## config.mk

```make
export PLATFORM = sky130hd
export DESIGN_NAME = fqr_responder
export DESIGN_NICKNAME = d
export VERILOG_FILES = /design/src/rtl/fqr_pkg.sv /design/src/rtl/fqr_responder.sv
export SDC_FILE = /design/constraint.sdc
export NUM_CORES = 1
export LEC_CHECK = 0
export ABC_CLOCK_PERIOD_IN_PS = 1500
export BUFFER_PORTS_ARGS = -buffer_cell sky130_fd_sc_hd__buf_2
export CORE_ASPECT_RATIO = 2
export CORE_MARGIN = 5
export CORE_UTILIZATION = 44
export DETAILED_ROUTE_END_ITERATION = 8
export PLACE_DENSITY = 0.9
export SLEW_MARGIN = 10
export SYNTH_ARGS = -nofsm -noshare
export SYNTH_HDL_FRONTEND = slang
export SYNTH_SLANG_ARGS = --single-unit
```

## constraint.sdc

```tcl
create_clock -name mclk_i -period 1.5 [get_ports mclk_i]
set_clock_uncertainty 0.15 [all_clocks]
set_input_delay 0.225 -clock mclk_i [delete_from_list [all_inputs] [get_ports mclk_i]]
set_output_delay 0.225 -clock mclk_i [all_outputs]
set_load 0.03 [all_outputs]
```

## src/rtl/fqr_pkg.sv

```systemverilog
package fqr_pkg;

  // ==========================================================
  // widths
  localparam int unsigned ADDR_W = 22;
  localparam int unsigned DATA_W = 16;
  localparam int unsigned QOFF_W = 8;

  // ==========================================================
  // host commands, taken from the low data byte of a write
  localparam logic [7:0] CMD_QUERY      = 8'h98;
  localparam logic [7:0] CMD_READ_ARRAY = 8'hff;

  // ==========================================================
  // query structure word offsets (section starts and fields)
  localparam logic [7:0] OFF_MAKER_ID     = 8'h00;
  localparam logic [7:0] OFF_PART_ID      = 8'h01;
  localparam logic [7:0] OFF_ID_STRING    = 8'h10;
  localparam logic [7:0] OFF_STR_CHAR1    = 8'h11;
  localparam logic [7:0] OFF_STR_CHAR2    = 8'h12;
  localparam logic [7:0] OFF_CMDSET_LO    = 8'h13;
  localparam logic [7:0] OFF_CMDSET_HI    = 8'h14;
  localparam logic [7:0] OFF_EXT_ADDR_LO  = 8'h15;
  localparam logic [7:0] OFF_EXT_ADDR_HI  = 8'h16;
  localparam logic [7:0] OFF_ALT_FIRST    = 8'h17;
  localparam logic [7:0] OFF_ALT_ID_HI    = 8'h18;
  localparam logic [7:0] OFF_ALT_ADDR_LO  = 8'h19;
  localparam logic [7:0] OFF_ALT_LAST     = 8'h1a;
  localparam logic [7:0] OFF_SYS_IF       = 8'h1b;
  localparam logic [7:0] OFF_LOGIC_MAX    = 8'h1c;
  localparam logic [7:0] OFF_PROG_MIN     = 8'h1d;
  localparam logic [7:0] OFF_PROG_MAX     = 8'h1e;
  localparam logic [7:0] OFF_TYP_WORD     = 8'h1f;
  localparam logic [7:0] OFF_TYP_MULTI    = 8'h20;
  localparam logic [7:0] OFF_TYP_BLOCK    = 8'h21;
  localparam logic [7:0] OFF_TYP_CHIP     = 8'h22;
  localparam logic [7:0] OFF_MAX_WORD     = 8'h23;
  localparam logic [7:0] OFF_MAX_MULTI    = 8'h24;
  localparam logic [7:0] OFF_MAX_BLOCK    = 8'h25;
  localparam logic [7:0] OFF_MAX_CHIP     = 8'h26;
  localparam logic [7:0] OFF_GEOMETRY     = 8'h27;
  localparam logic [7:0] OFF_SECURITY     = 8'h80;
  localparam logic [7:0] OFF_UNIQUE_FIRST = 8'h81;
  localparam logic [7:0] OFF_UNIQUE_LAST  = 8'h88;
  localparam logic [7:0] OFF_OTP_FIRST    = 8'h89;
  localparam logic [7:0] OFF_OTP_LAST     = 8'h98;

  // ==========================================================
  // query word values (low byte only)
  localparam logic [7:0] VAL_STR_CHAR0    = 8'h51;
  localparam logic [7:0] VAL_STR_CHAR1    = 8'h52;
  localparam logic [7:0] VAL_STR_CHAR2    = 8'h59;
  localparam logic [7:0] VAL_CMDSET_LO    = 8'h03;
  localparam logic [7:0] VAL_EXT_ADDR_LO  = 8'h39;
  localparam logic [7:0] VAL_LOGIC_MIN    = 8'h17;
  localparam logic [7:0] VAL_LOGIC_MAX    = 8'h20;
  localparam logic [7:0] VAL_PROG_MIN     = 8'h85;
  localparam logic [7:0] VAL_PROG_MAX     = 8'h95;
  localparam logic [7:0] VAL_TYP_WORD     = 8'h04;
  localparam logic [7:0] VAL_TYP_BLOCK    = 8'h0a;
  localparam logic [7:0] VAL_MAX_WORD     = 8'h03;
  localparam logic [7:0] VAL_MAX_BLOCK    = 8'h02;
  localparam logic [7:0] VAL_ZERO         = 8'h00;

  // ==========================================================
  // types
  typedef enum logic {
    FQR_MODE_ARRAY,
    FQR_MODE_QUERY
  } fqr_mode_e;

  typedef struct packed {
    logic              rd_en;
    logic              wr_en;
    logic [ADDR_W-1:0] addr;
    logic [DATA_W-1:0] wr_data;
  } fqr_req_s;

  typedef struct packed {
    logic [7:0] high_data_byte_lines;
    logic [7:0] low_data_byte_lines;
  } fqr_word_s;

  typedef struct packed {
    fqr_mode_e mode;
    logic      rd_valid;
    fqr_word_s rd_word;
  } fqr_state_s;

  localparam fqr_word_s  WORD_RESET  = '{8'h00, 8'h00};
  localparam fqr_state_s STATE_RESET = '{FQR_MODE_ARRAY, 1'b0, WORD_RESET};

endpackage

```

## src/rtl/fqr_responder.sv

```systemverilog
`timescale 1ns/10ps
`default_nettype none

module fqr_responder #(
  // arbitrary neutral identity values
  parameter logic [7:0]   MAKER_CODE = 8'h5a,
  parameter logic [7:0]   PART_CODE  = 8'h3c,
  // security contents fixed at manufacture; arbitrary defaults
  parameter logic [7:0]   LOCK_REG   = 8'h02,
  parameter logic [63:0]  UNIQUE_NUM = 64'h0123_4567_89ab_cdef,
  parameter logic [127:0] OTP_CELLS  = {128{1'b1}}
) (
  input  wire logic                         mclk_i,
  input  wire logic                         rst_b_i,
  input  wire fqr_pkg::fqr_req_s            req_i,
  input  wire logic [fqr_pkg::DATA_W-1:0]   array_data_i,
  output var  fqr_pkg::fqr_word_s           rd_data_o,
  output logic                              rd_valid_o,
  output logic                              query_mode_o
);

  // ==========================================================
  // query structure lookup
  function automatic logic [7:0] query_byte(input logic [7:0] off);
    logic [7:0] idx;
    idx = 8'h00;
    query_byte = fqr_pkg::VAL_ZERO;
    case (off)
      fqr_pkg::OFF_MAKER_ID:    query_byte = MAKER_CODE;
      fqr_pkg::OFF_PART_ID:     query_byte = PART_CODE;
      fqr_pkg::OFF_ID_STRING:   query_byte = fqr_pkg::VAL_STR_CHAR0;
      fqr_pkg::OFF_STR_CHAR1:   query_byte = fqr_pkg::VAL_STR_CHAR1;
      fqr_pkg::OFF_STR_CHAR2:   query_byte = fqr_pkg::VAL_STR_CHAR2;
      fqr_pkg::OFF_CMDSET_LO:   query_byte = fqr_pkg::VAL_CMDSET_LO;
      fqr_pkg::OFF_CMDSET_HI:   query_byte = fqr_pkg::VAL_ZERO;
      fqr_pkg::OFF_EXT_ADDR_LO: query_byte = fqr_pkg::VAL_EXT_ADDR_LO;
      fqr_pkg::OFF_EXT_ADDR_HI: query_byte = fqr_pkg::VAL_ZERO;
      fqr_pkg::OFF_ALT_FIRST,
      fqr_pkg::OFF_ALT_ID_HI,
      fqr_pkg::OFF_ALT_ADDR_LO,
      fqr_pkg::OFF_ALT_LAST:    query_byte = fqr_pkg::VAL_ZERO;
      fqr_pkg::OFF_SYS_IF:      query_byte = fqr_pkg::VAL_LOGIC_MIN;
      fqr_pkg::OFF_LOGIC_MAX:   query_byte = fqr_pkg::VAL_LOGIC_MAX;
      fqr_pkg::OFF_PROG_MIN:    query_byte = fqr_pkg::VAL_PROG_MIN;
      fqr_pkg::OFF_PROG_MAX:    query_byte = fqr_pkg::VAL_PROG_MAX;
      fqr_pkg::OFF_TYP_WORD:    query_byte = fqr_pkg::VAL_TYP_WORD;
      fqr_pkg::OFF_TYP_BLOCK:   query_byte = fqr_pkg::VAL_TYP_BLOCK;
      fqr_pkg::OFF_MAX_WORD:    query_byte = fqr_pkg::VAL_MAX_WORD;
      fqr_pkg::OFF_MAX_BLOCK:   query_byte = fqr_pkg::VAL_MAX_BLOCK;
      fqr_pkg::OFF_TYP_MULTI,
      fqr_pkg::OFF_TYP_CHIP,
      fqr_pkg::OFF_MAX_MULTI,
      fqr_pkg::OFF_MAX_CHIP:    query_byte = fqr_pkg::VAL_ZERO;
      fqr_pkg::OFF_SECURITY:    query_byte = LOCK_REG;
      default: begin
        // reserved and uncovered words stay zero
        if (off >= fqr_pkg::OFF_UNIQUE_FIRST && off <= fqr_pkg::OFF_UNIQUE_LAST) begin
          // unique number, low byte first; parameter so nothing can rewrite it
          idx = off - fqr_pkg::OFF_UNIQUE_FIRST;
          query_byte = UNIQUE_NUM[{idx[2:0], 3'b000} +: 8];
        end else if (off >= fqr_pkg::OFF_OTP_FIRST && off <= fqr_pkg::OFF_OTP_LAST) begin
          idx = off - fqr_pkg::OFF_OTP_FIRST;
          query_byte = OTP_CELLS[{idx[3:0], 3'b000} +: 8];
        end
      end
    endcase
  endfunction

  function automatic logic is_cmd(input fqr_pkg::fqr_req_s r, input logic [7:0] c);
    is_cmd = r.wr_en && (r.wr_data[7:0] == c);
  endfunction

  // ==========================================================
  // state
  fqr_pkg::fqr_state_s state_ff;
  fqr_pkg::fqr_state_s nxt_state;

  always_comb begin
    nxt_state = state_ff;
    nxt_state.rd_valid = req_i.rd_en;
    if (req_i.rd_en) begin
      // reads use the mode in force before any write in the same cycle
      if (state_ff.mode == fqr_pkg::FQR_MODE_QUERY) begin
        nxt_state.rd_word.low_data_byte_lines  = query_byte(req_i.addr[7:0]);
        nxt_state.rd_word.high_data_byte_lines = 8'h00;
      end else begin
        nxt_state.rd_word = fqr_pkg::fqr_word_s'(array_data_i);
      end
    end
    case (state_ff.mode)
      fqr_pkg::FQR_MODE_ARRAY: begin
        if (is_cmd(req_i, fqr_pkg::CMD_QUERY)) begin
          nxt_state.mode = fqr_pkg::FQR_MODE_QUERY;
        end
      end
      fqr_pkg::FQR_MODE_QUERY: begin
        if (is_cmd(req_i, fqr_pkg::CMD_READ_ARRAY)) begin
          nxt_state.mode = fqr_pkg::FQR_MODE_ARRAY;
        end
        // other write data is ignored, query contents are constant
      end
      default: begin
        nxt_state.mode = fqr_pkg::FQR_MODE_ARRAY;
      end
    endcase
  end

  always_ff @(posedge mclk_i or negedge rst_b_i) begin
    if (!rst_b_i) begin
      state_ff <= fqr_pkg::STATE_RESET;
    end else begin
      state_ff <= nxt_state;
    end
  end

  assign rd_data_o    = state_ff.rd_word;
  assign rd_valid_o   = state_ff.rd_valid;
  assign query_mode_o = (state_ff.mode == fqr_pkg::FQR_MODE_QUERY);
endmodule

`default_nettype wire

```

Word-level counts from Yosys, hierarchy flattened

Cells that the tools add are included.
W data, S select, Z words.

Bits in registers: 18
Input bits: 58
Output and inout port bits: 18
Word-level logic and storage cells: 55

Add/subtract/negate cells: 2
Equal/unequal tests: 27
Shifts and indexed selects: 2
Bitwise gates (word level): 1
Reductions and logical operators: 8
Muxes and demuxes: 7
Order comparisons: 4

Operators by type and width:

| cell                       | count |
|---|---|
| $eq A8 B5 Y1 const B       | 16 |
| $shiftx A128 B8 Y8 const A | 1 |
| $pmux W8 S15               | 1 |
| $shiftx A64 B7 Y8 const A  | 1 |
| $eq A8 B6 Y1 const B       | 7 |
| $eq A8 B8 Y1 const B       | 3 |
| $ge A8 B8 Y1 const B       | 2 |
| $le A8 B8 Y1 const B       | 2 |
| $mux W16                   | 1 |
| $mux W8                    | 2 |
| $reduce_or A10 Y1          | 1 |
| $eq A8 B1 Y1 const B       | 1 |
| $logic_not A8 Y1           | 1 |
| $logic_and A1 B1 Y1        | 4 |
| $reduce_or A2 Y1           | 2 |
| $sub A4 B4 Y4 const B      | 1 |
| $sub A3 B1 Y3 const B      | 1 |
| $mux W1                    | 2 |
| $pmux W1 S2                | 1 |
| $not A1 Y1                 | 1 |

Longest topological paths before layout

Gate-level depths: netlist (run 1).

Depth in word-level cells: 6
Mapped depth: 7
Gate-level depth less buffers: 7

Least setup slack after synthesis (run 1)

OpenSTA, ideal clock, no wires.

Path kind: input to register
Start point: in req_i[16] in the netlist's numbering
End point: reg state_ff (netlist bit rd_data_o[2])
Arrival: 1.628 ns
Stages: 6
Setup time: 0.124 ns
Required time: 1.226 ns
Path slack: -0.401 ns
Cells stage by stage: inv_1 -> ha_1 -> or2b_2 -> a221oi_2 -> a31oi_1 -> o31a_1

Cells in the longest elaborated chain, start to end: 6

RTL lines:

| what                                                             | line                                     | source |
|---|---|---|
| start: declaration                                               | fqr_responder.sv:15                      | `input wire fqr_pkg::fqr_req_s req_i,` |
| $sub A4 B4 Y4, or another cell as far along                      | fqr_responder.sv:62                      | `idx = off - fqr_pkg::OFF_OTP_FIRST;` |
| $shiftx A128 B8 Y8 / $logic_and A1 B1 Y1 (equally long branches) | fqr_responder.sv:63, fqr_responder.sv:61 |  |
| $mux W8                                                          | fqr_responder.sv:61                      | `end else if (off >= fqr_pkg::OFF_OTP_FIRST && off <= fqr_pkg::OFF_OTP_LAST) begin` |
| $mux W8                                                          | fqr_responder.sv:57                      | `if (off >= fqr_pkg::OFF_UNIQUE_FIRST && off <= fqr_pkg::OFF_UNIQUE_LAST) begin` |
| $pmux W8 S15 *                                                   | fqr_responder.sv:28                      | `case (off)` |
| $mux W16 *                                                       | fqr_responder.sv:83                      | `if (state_ff.mode == fqr_pkg::FQR_MODE_QUERY) begin` |
| end signal: assignment                                           | fqr_responder.sv:110                     | `state_ff <= fqr_pkg::STATE_RESET;` |
| end signal: assignment                                           | fqr_responder.sv:112                     | `state_ff <= nxt_state;` |
| end: declaration                                                 | fqr_responder.sv:75                      | `fqr_pkg::fqr_state_s state_ff;` |

Every way passes the cells marked *; elsewhere a longest branch is shown, timed or not.
A chain may end at the register's enable or synchronous reset.

Final worst setup path (run 1)

Start point: in req_i[17] in the netlist's numbering
End point: reg state_ff (netlist bit rd_data_o[2])

The elaborated chain is that of the path after synthesis.

==> out/qor.txt, run 1 <==
Distinct cells, synth: 45
Worst hold slack: 0.0210 ns
Ys Warns: 0
Maxcap violations: 0
DRC: 0
Final instance area: 2060 µm²
Max Slew Vio Count: 0
Synth top area share: 33.0%
Core Util, Final: 69.1%
Max frequency: 566 MHz
Clock-pin slew on the worst setup and hold paths: 0.07 ns
Starting density of the core: 45.9%
Fin. Hold Viols: 0
Leak: 0.000959 µW
Worst path required time: 1.50 ns
Clock Path Buffers: 2
Area Growth Syn to Fin: 50.5%
Syn Area/Cell: 8.49 µm²
Via/cell ratio: 5.54
Setup crit end kind: flop
Syn nets: 224
CP Launch Type: input pin
Unrepaired setup endpoints after global routing: true
Commonest non-fill, non-tap cell in the layout: buf_2
Final period utilization: 118%
CTS Buf Count: 3
Synthesized area: 1370 µm²
Remaining Overflow, GRT: 0
Initial antenna violation count: 0
Clock Latency Late Sink: 0.26 ns
Vias in the first global route: 1578
Clock Tree Root: clkbuf_8
Worst-margin pin slew: 0.392 ns
Die area: 4390 µm²
GRT Util Overall: 19.5%
Worst-path maximum fanout: 3
Most frequent cells in the layout: buf_2 (51), buf_4 (31), dfrtp_1 (18)
DR vias: 1518
IO Port Bufs: 53
Tmin final: 1.77 ns
Htree depth: 1
Post-synth top flop: dfrtp_1
Outcome: complete, but fails checks
Sink Count: 18
Core area: 2980 µm²
Post-synthesis sequential element count: 18
Post-Route WL: 4210 µm
CTS tree: built
Max transition margin: 73.9%
DP Worst Slack: -0.568 ns
IO Count: 76
First DRT Iteration DRCs: 24
Final RePlAce weighted congestion: 0.946
Largest net degree at the start of global routing: 19
Synth top area cells: dfrtp_1 (33%), o21ai_0 (6.6%), nand3b_1 (4.9%)
Die W: 49.4 µm
Gate Count Post-Synth: 161
Area post-placement: 1870 µm²
Post-DR wirelength/cell: 15.4 µm
Post-DRT Antenna Nets: 0
Violated checks: negative setup slack
Share of cells above drive strength 1: 48.8%
ANT cells: 0
Nets: 308
Pre-antenna DRT Iters: 4
Post-synth EDFFs: 0
Register area share after synthesis: 33.0%
Power Density: 635 nW/µm²
Std-Cell Rows: 28
WP data arrival: 1.76 ns
Setup slack after layout: -0.268 ns
# setup viols final: 8
Area leader, netlist: dfrtp_1
Die Y: 88.8 µm
Post-DP HPWL: 3350 µm
Critical path class: in2reg
Global-route wire length before repair: 6760 µm
Async set-or-reset flop fraction in the synthesized netlist: 100%
Worst vdd ir: 353 µV
Worst min path class: in2reg
[layer usage]
layer,vias to the layer above,routed length [µm],track usage (%)
met5,-,0,0
met4,0,199,11.2
met3,15,186,1.52
met2,50,2500,40.3
met1,714,1330,17.4
li1,739,-,-
[synth_stat cells (all sizes together), types with 2 or more instances]
master / n
ha: 5
inv: 13
o211ai: 2
nand4: 2
dfrtp: 18
a31oi: 6
buf: 5
mux2i: 2
nor3: 4
a221oi: 3
o31a: 2
nand2: 12
o21ai: 18
nor4: 4
nand3b: 9
xor2: 3
and3: 2
nand2b: 2
nor2: 16
nand3: 2
clkbuf: 4
nor3b: 2
a21o: 2
a21oi: 8
[flip-flops by register name, summed over array words and instances, names as in the netlist]
| name | flops |
|---|---|
| query_mode_o | 1 |
| rd_data_o | 16 |
| rd_valid_o | 1 |
[layout make-up]
cell class | instances | area [µm²]
Fill cell | 246 | 921
Timing Repair Buffer | 89 | 569
Clock buffer | 4 | 55.1
Sequential cell | 18 | 450
Tap cell | 30 | 37.5
Multi-Input combinational cell | 120 | 888
Inverter | 13 | 56.3
[timing repair]
item,in CTS,in global routing
buffers inserted,3,1
gates cloned,0,0
endpoints found under the setup margin,9,9
hold buffers,1,0
pin swaps,10,5
resized for setup,10,10
endpoints found under the hold margin,18,0
[logic make-up (layout without fill, tap and decap cells)]
kind of cell / after synthesis / count (layout) / synth area share, %
simple gates: 64 / 64 / 27.1
compound gates: 46 / 46 / 21.6
buf+inv: 23 / 106 / 10.3
flops: 18 / 18 / 33.0
fa+ha+maj: 5 / 5 / 4.58
xor+xnor: 3 / 3 / 1.92
mux: 2 / 2 / 1.47
[critical path, stage by stage]
cell and delay, ns:
buf_8 0.08, clkinvlp_4 0.15, ha_4 0.20, or3b_4 0.37, o211ai_1 0.26, or3_4 0.19, a31oi_2 0.04, o31a_1 0.25
[through the flow]
stage	TNS [ns]	cells	total power, µW
after CTS	-1.26	273	1300
after global routing	-2.18	274	1370
after floorplan	-1.75	161	723
after detailed placement	-3.82	265	881
final	-1.49	274	1310
after global placement	-3.46	265	874
[where the power goes]
part	switching, µW	internal [µW]
Sequential	9.95	507
Clock	164	234
Combinational	215	177
[path summary, 6_finish.rpt]
kind	slack [ns]	cells after the start	from	endpoint
worst max-delay path	-0.27	8	req_i[17]	rd_data_o[2]$_DFFE_PN0P_
worst min-delay path	0.02	1	req_i[39]	rd_valid_o$_DFF_PN0_
worst max register to register	0.07	4	query_mode_o$_DFF_PN0_	rd_data_o[2]$_DFFE_PN0P_
worst min register to register	0.37	2	rd_data_o[10]$_DFFE_PN0P_	rd_data_o[10]$_DFFE_PN0P_
max in group asynchronous	0.65	2	rst_b_i	rd_data_o[13]$_DFFE_PN0P_
min in group asynchronous	0.26	2	rst_b_i	rd_data_o[2]$_DFFE_PN0P_
No activity file was read; power rests on OpenSTA's default activity.
==> run 2: changes to the inputs <==
--- a/config.mk
+++ b/config.mk
@@ -11,7 +11,7 @@
 export CORE_MARGIN = 5
 export CORE_UTILIZATION = 44
 export DETAILED_ROUTE_END_ITERATION = 8
-export PLACE_DENSITY = 0.9
+export PLACE_DENSITY = 0.79
 export SLEW_MARGIN = 10
 export SYNTH_ARGS = -nofsm -noshare
 export SYNTH_HDL_FRONTEND = slang
==> run 2 against run 1 <==
The flow still finishes with violations (negative setup slack). Routed wire length is 5.3% lower. Sequential power about the same. Final cell count fell by 0.36%. Die area did not move. Register-to-register slack barely moved. Combinational power hardly changed. Global-route usage shrank 0.76 points. Flip-flop and latch count stayed put. Clock-buffer cell count is the same. Largest power group unchanged.
==> out/qor.txt, run 2 (synthesis results as in run 1) <==
Final period utilization: 120%
ANT cells: 0
Unrepaired setup endpoints after global routing: true
Worst-path maximum fanout: 3
Starting density of the core: 45.9%
CP max-delay cell: or3b_4
Largest net degree at the start of global routing: 28
FF-to-FF path depth: 4
Initial antenna violation count: 0
Die W: 49.4 µm
Layout filler cell count: 248
Commonest non-fill, non-tap cell in the layout: buf_2
Worst path top cell family by delay: compound AO/OA/AOI/OAI gates
Design Power: 1300 µW
Grt peak-use layer: met2
Max transition margin: 72.4%
CP Launch Type: input pin
CTS Buf Count: 3
Met2 Use GR: 36.2%
Htree depth: 1
Max frequency: 556 MHz
Sink Count: 18
Cells after DPL: 264
Critical path, cell by cell: buf_8 -> clkinvlp_4 -> ha_4 -> or3b_4 -> o211ai_1 -> or3_4 -> a31oi_4 -> o31a_1
Violated checks: negative setup slack
GRT Util Overall: 18.7%
IO Port Bufs: 53
Post-Route WL: 3990 µm
Clock Path Buffers: 2
IO Count: 76
Worst min path class: in2reg
Worst path required time: 1.48 ns
Post-DR wirelength/cell: 14.6 µm
Setup crit end kind: flop
Most frequent cells in the layout: buf_2 (51), buf_4 (30), dfrtp_1 (18)
Clock Latency Late Sink: 0.25 ns
Hold_sp: req_i[39]
Cell depth of the worst hold path: 1
Pre-antenna DRT Iters: 4
Core Util, Final: 69.0%
DRC: 0
# setup viols final: 8
Worst-margin pin slew: 0.410 ns
Clock Tree Root: clkbuf_8
DR vias: 1494
Final RePlAce weighted congestion: 0.906
CTS tree: built
Power Density: 633 nW/µm²
Worst vdd ir: 382 µV
Met1 GRT Util: 17.5%
Vias in the first global route: 1526
Std-Cell Rows: 28
Setup slack after layout: -0.297 ns
Max reg flops: 16
First DRT Iteration DRCs: 26
Fin. Hold Viols: 0
Critical path class: in2reg
Reg2reg start: query_mode_o$_DFF_PN0_
Core area: 2980 µm²
Via/cell ratio: 5.47
Leak: 0.000949 µW
Maxcap violations: 0
Met3 usage: 3.04%
Die Y: 88.8 µm
Nets: 307
CP Launch Point: req_i[17]
CP peak stage delay: 0.37 ns
Clock-pin slew on the worst setup and hold paths: 0.07 ns
Area Growth Syn to Fin: 50.4%
Post-DRT Antenna Nets: 0
WP data arrival: 1.78 ns
Post-DP HPWL: 3240 µm
Tmin final: 1.80 ns
CP Depth: 8
Die area: 4390 µm²
Fin cells: 273
Global-route wire length before repair: 6600 µm
Max Slew Vio Count: 0
Outcome: complete, but fails checks
Share of cells above drive strength 1: 48.1%
CP bufs+invs: 2
Remaining Overflow, GRT: 0
run 2: per-stage QoR:
stage	hold slack [ns]	TNS, ns	worst slack [ns]	area, µm²
2_1_floorplan	-0.221	-1.75	-0.331	1420
3_3_place_gp	0.0151	-3.48	-0.510	1860
3_5_place_dp	0.0256	-3.63	-0.553	1860
4_1_cts	0.0249	-1.37	-0.261	2020
5_1_grt	0.0307	-2.22	-0.366	2050
6_report	0.0283	-1.51	-0.297	2050
run 2: report_power, final:
part / internal [µW] / leakage (µW) / switching (µW)
logic: 180 / 0.000688 / 214
registers: 507 / 0.000232 / 10.7
clock network: 233 / 0.0000288 / 156
total: 920 / 0.000949 / 380
run 2: timing repair:
action	4_1_cts	5_1_grt
buffers inserted	5	0
pin swaps	11	7
hold endpoints to repair	18	0
endpoints found under the setup margin	8	8
gates resized for setup	16	8
hold buffers	1	0
run 2: final timing paths:
kind	endpoint	slack, ns
worst max-delay path	rd_data_o[2]$_DFFE_PN0P_	-0.30
worst min-delay path	rd_valid_o$_DFF_PN0_	0.03
worst max register to register	rd_data_o[4]$_DFFE_PN0P_	0.08
worst min register to register	rd_data_o[12]$_DFFE_PN0P_	0.37
max in group asynchronous	rd_data_o[6]$_DFFE_PN0P_	0.62
min in group asynchronous	rd_data_o[1]$_DFFE_PN0P_	0.29
run 2: routing by layer:
layer | share of wire [%] | wire, µm
met5 | 0 | 0
met4 | 5.5 | 221
met3 | 7.2 | 286
met2 | 55 | 2180
met1 | 33 | 1300
run 2: worst register-to-register path, cell delays in order, from the launching register on:
cell	delay, ns
dfrtp_1	0.46
nand2b_1	0.18
a21oi_1	0.17
nor4_2	0.07
a221oi_1	0.29
run 2: layout make-up:
cell class,count,area [µm²],share of cell area (%)
clock buffers,4,55.1,2.68
repair buffers,88,566,27.5
well taps,30,37.5,1.83
inverters,13,56.3,2.74
multi-input cells,120,890,43.3
flip-flops and latches,18,450,21.9
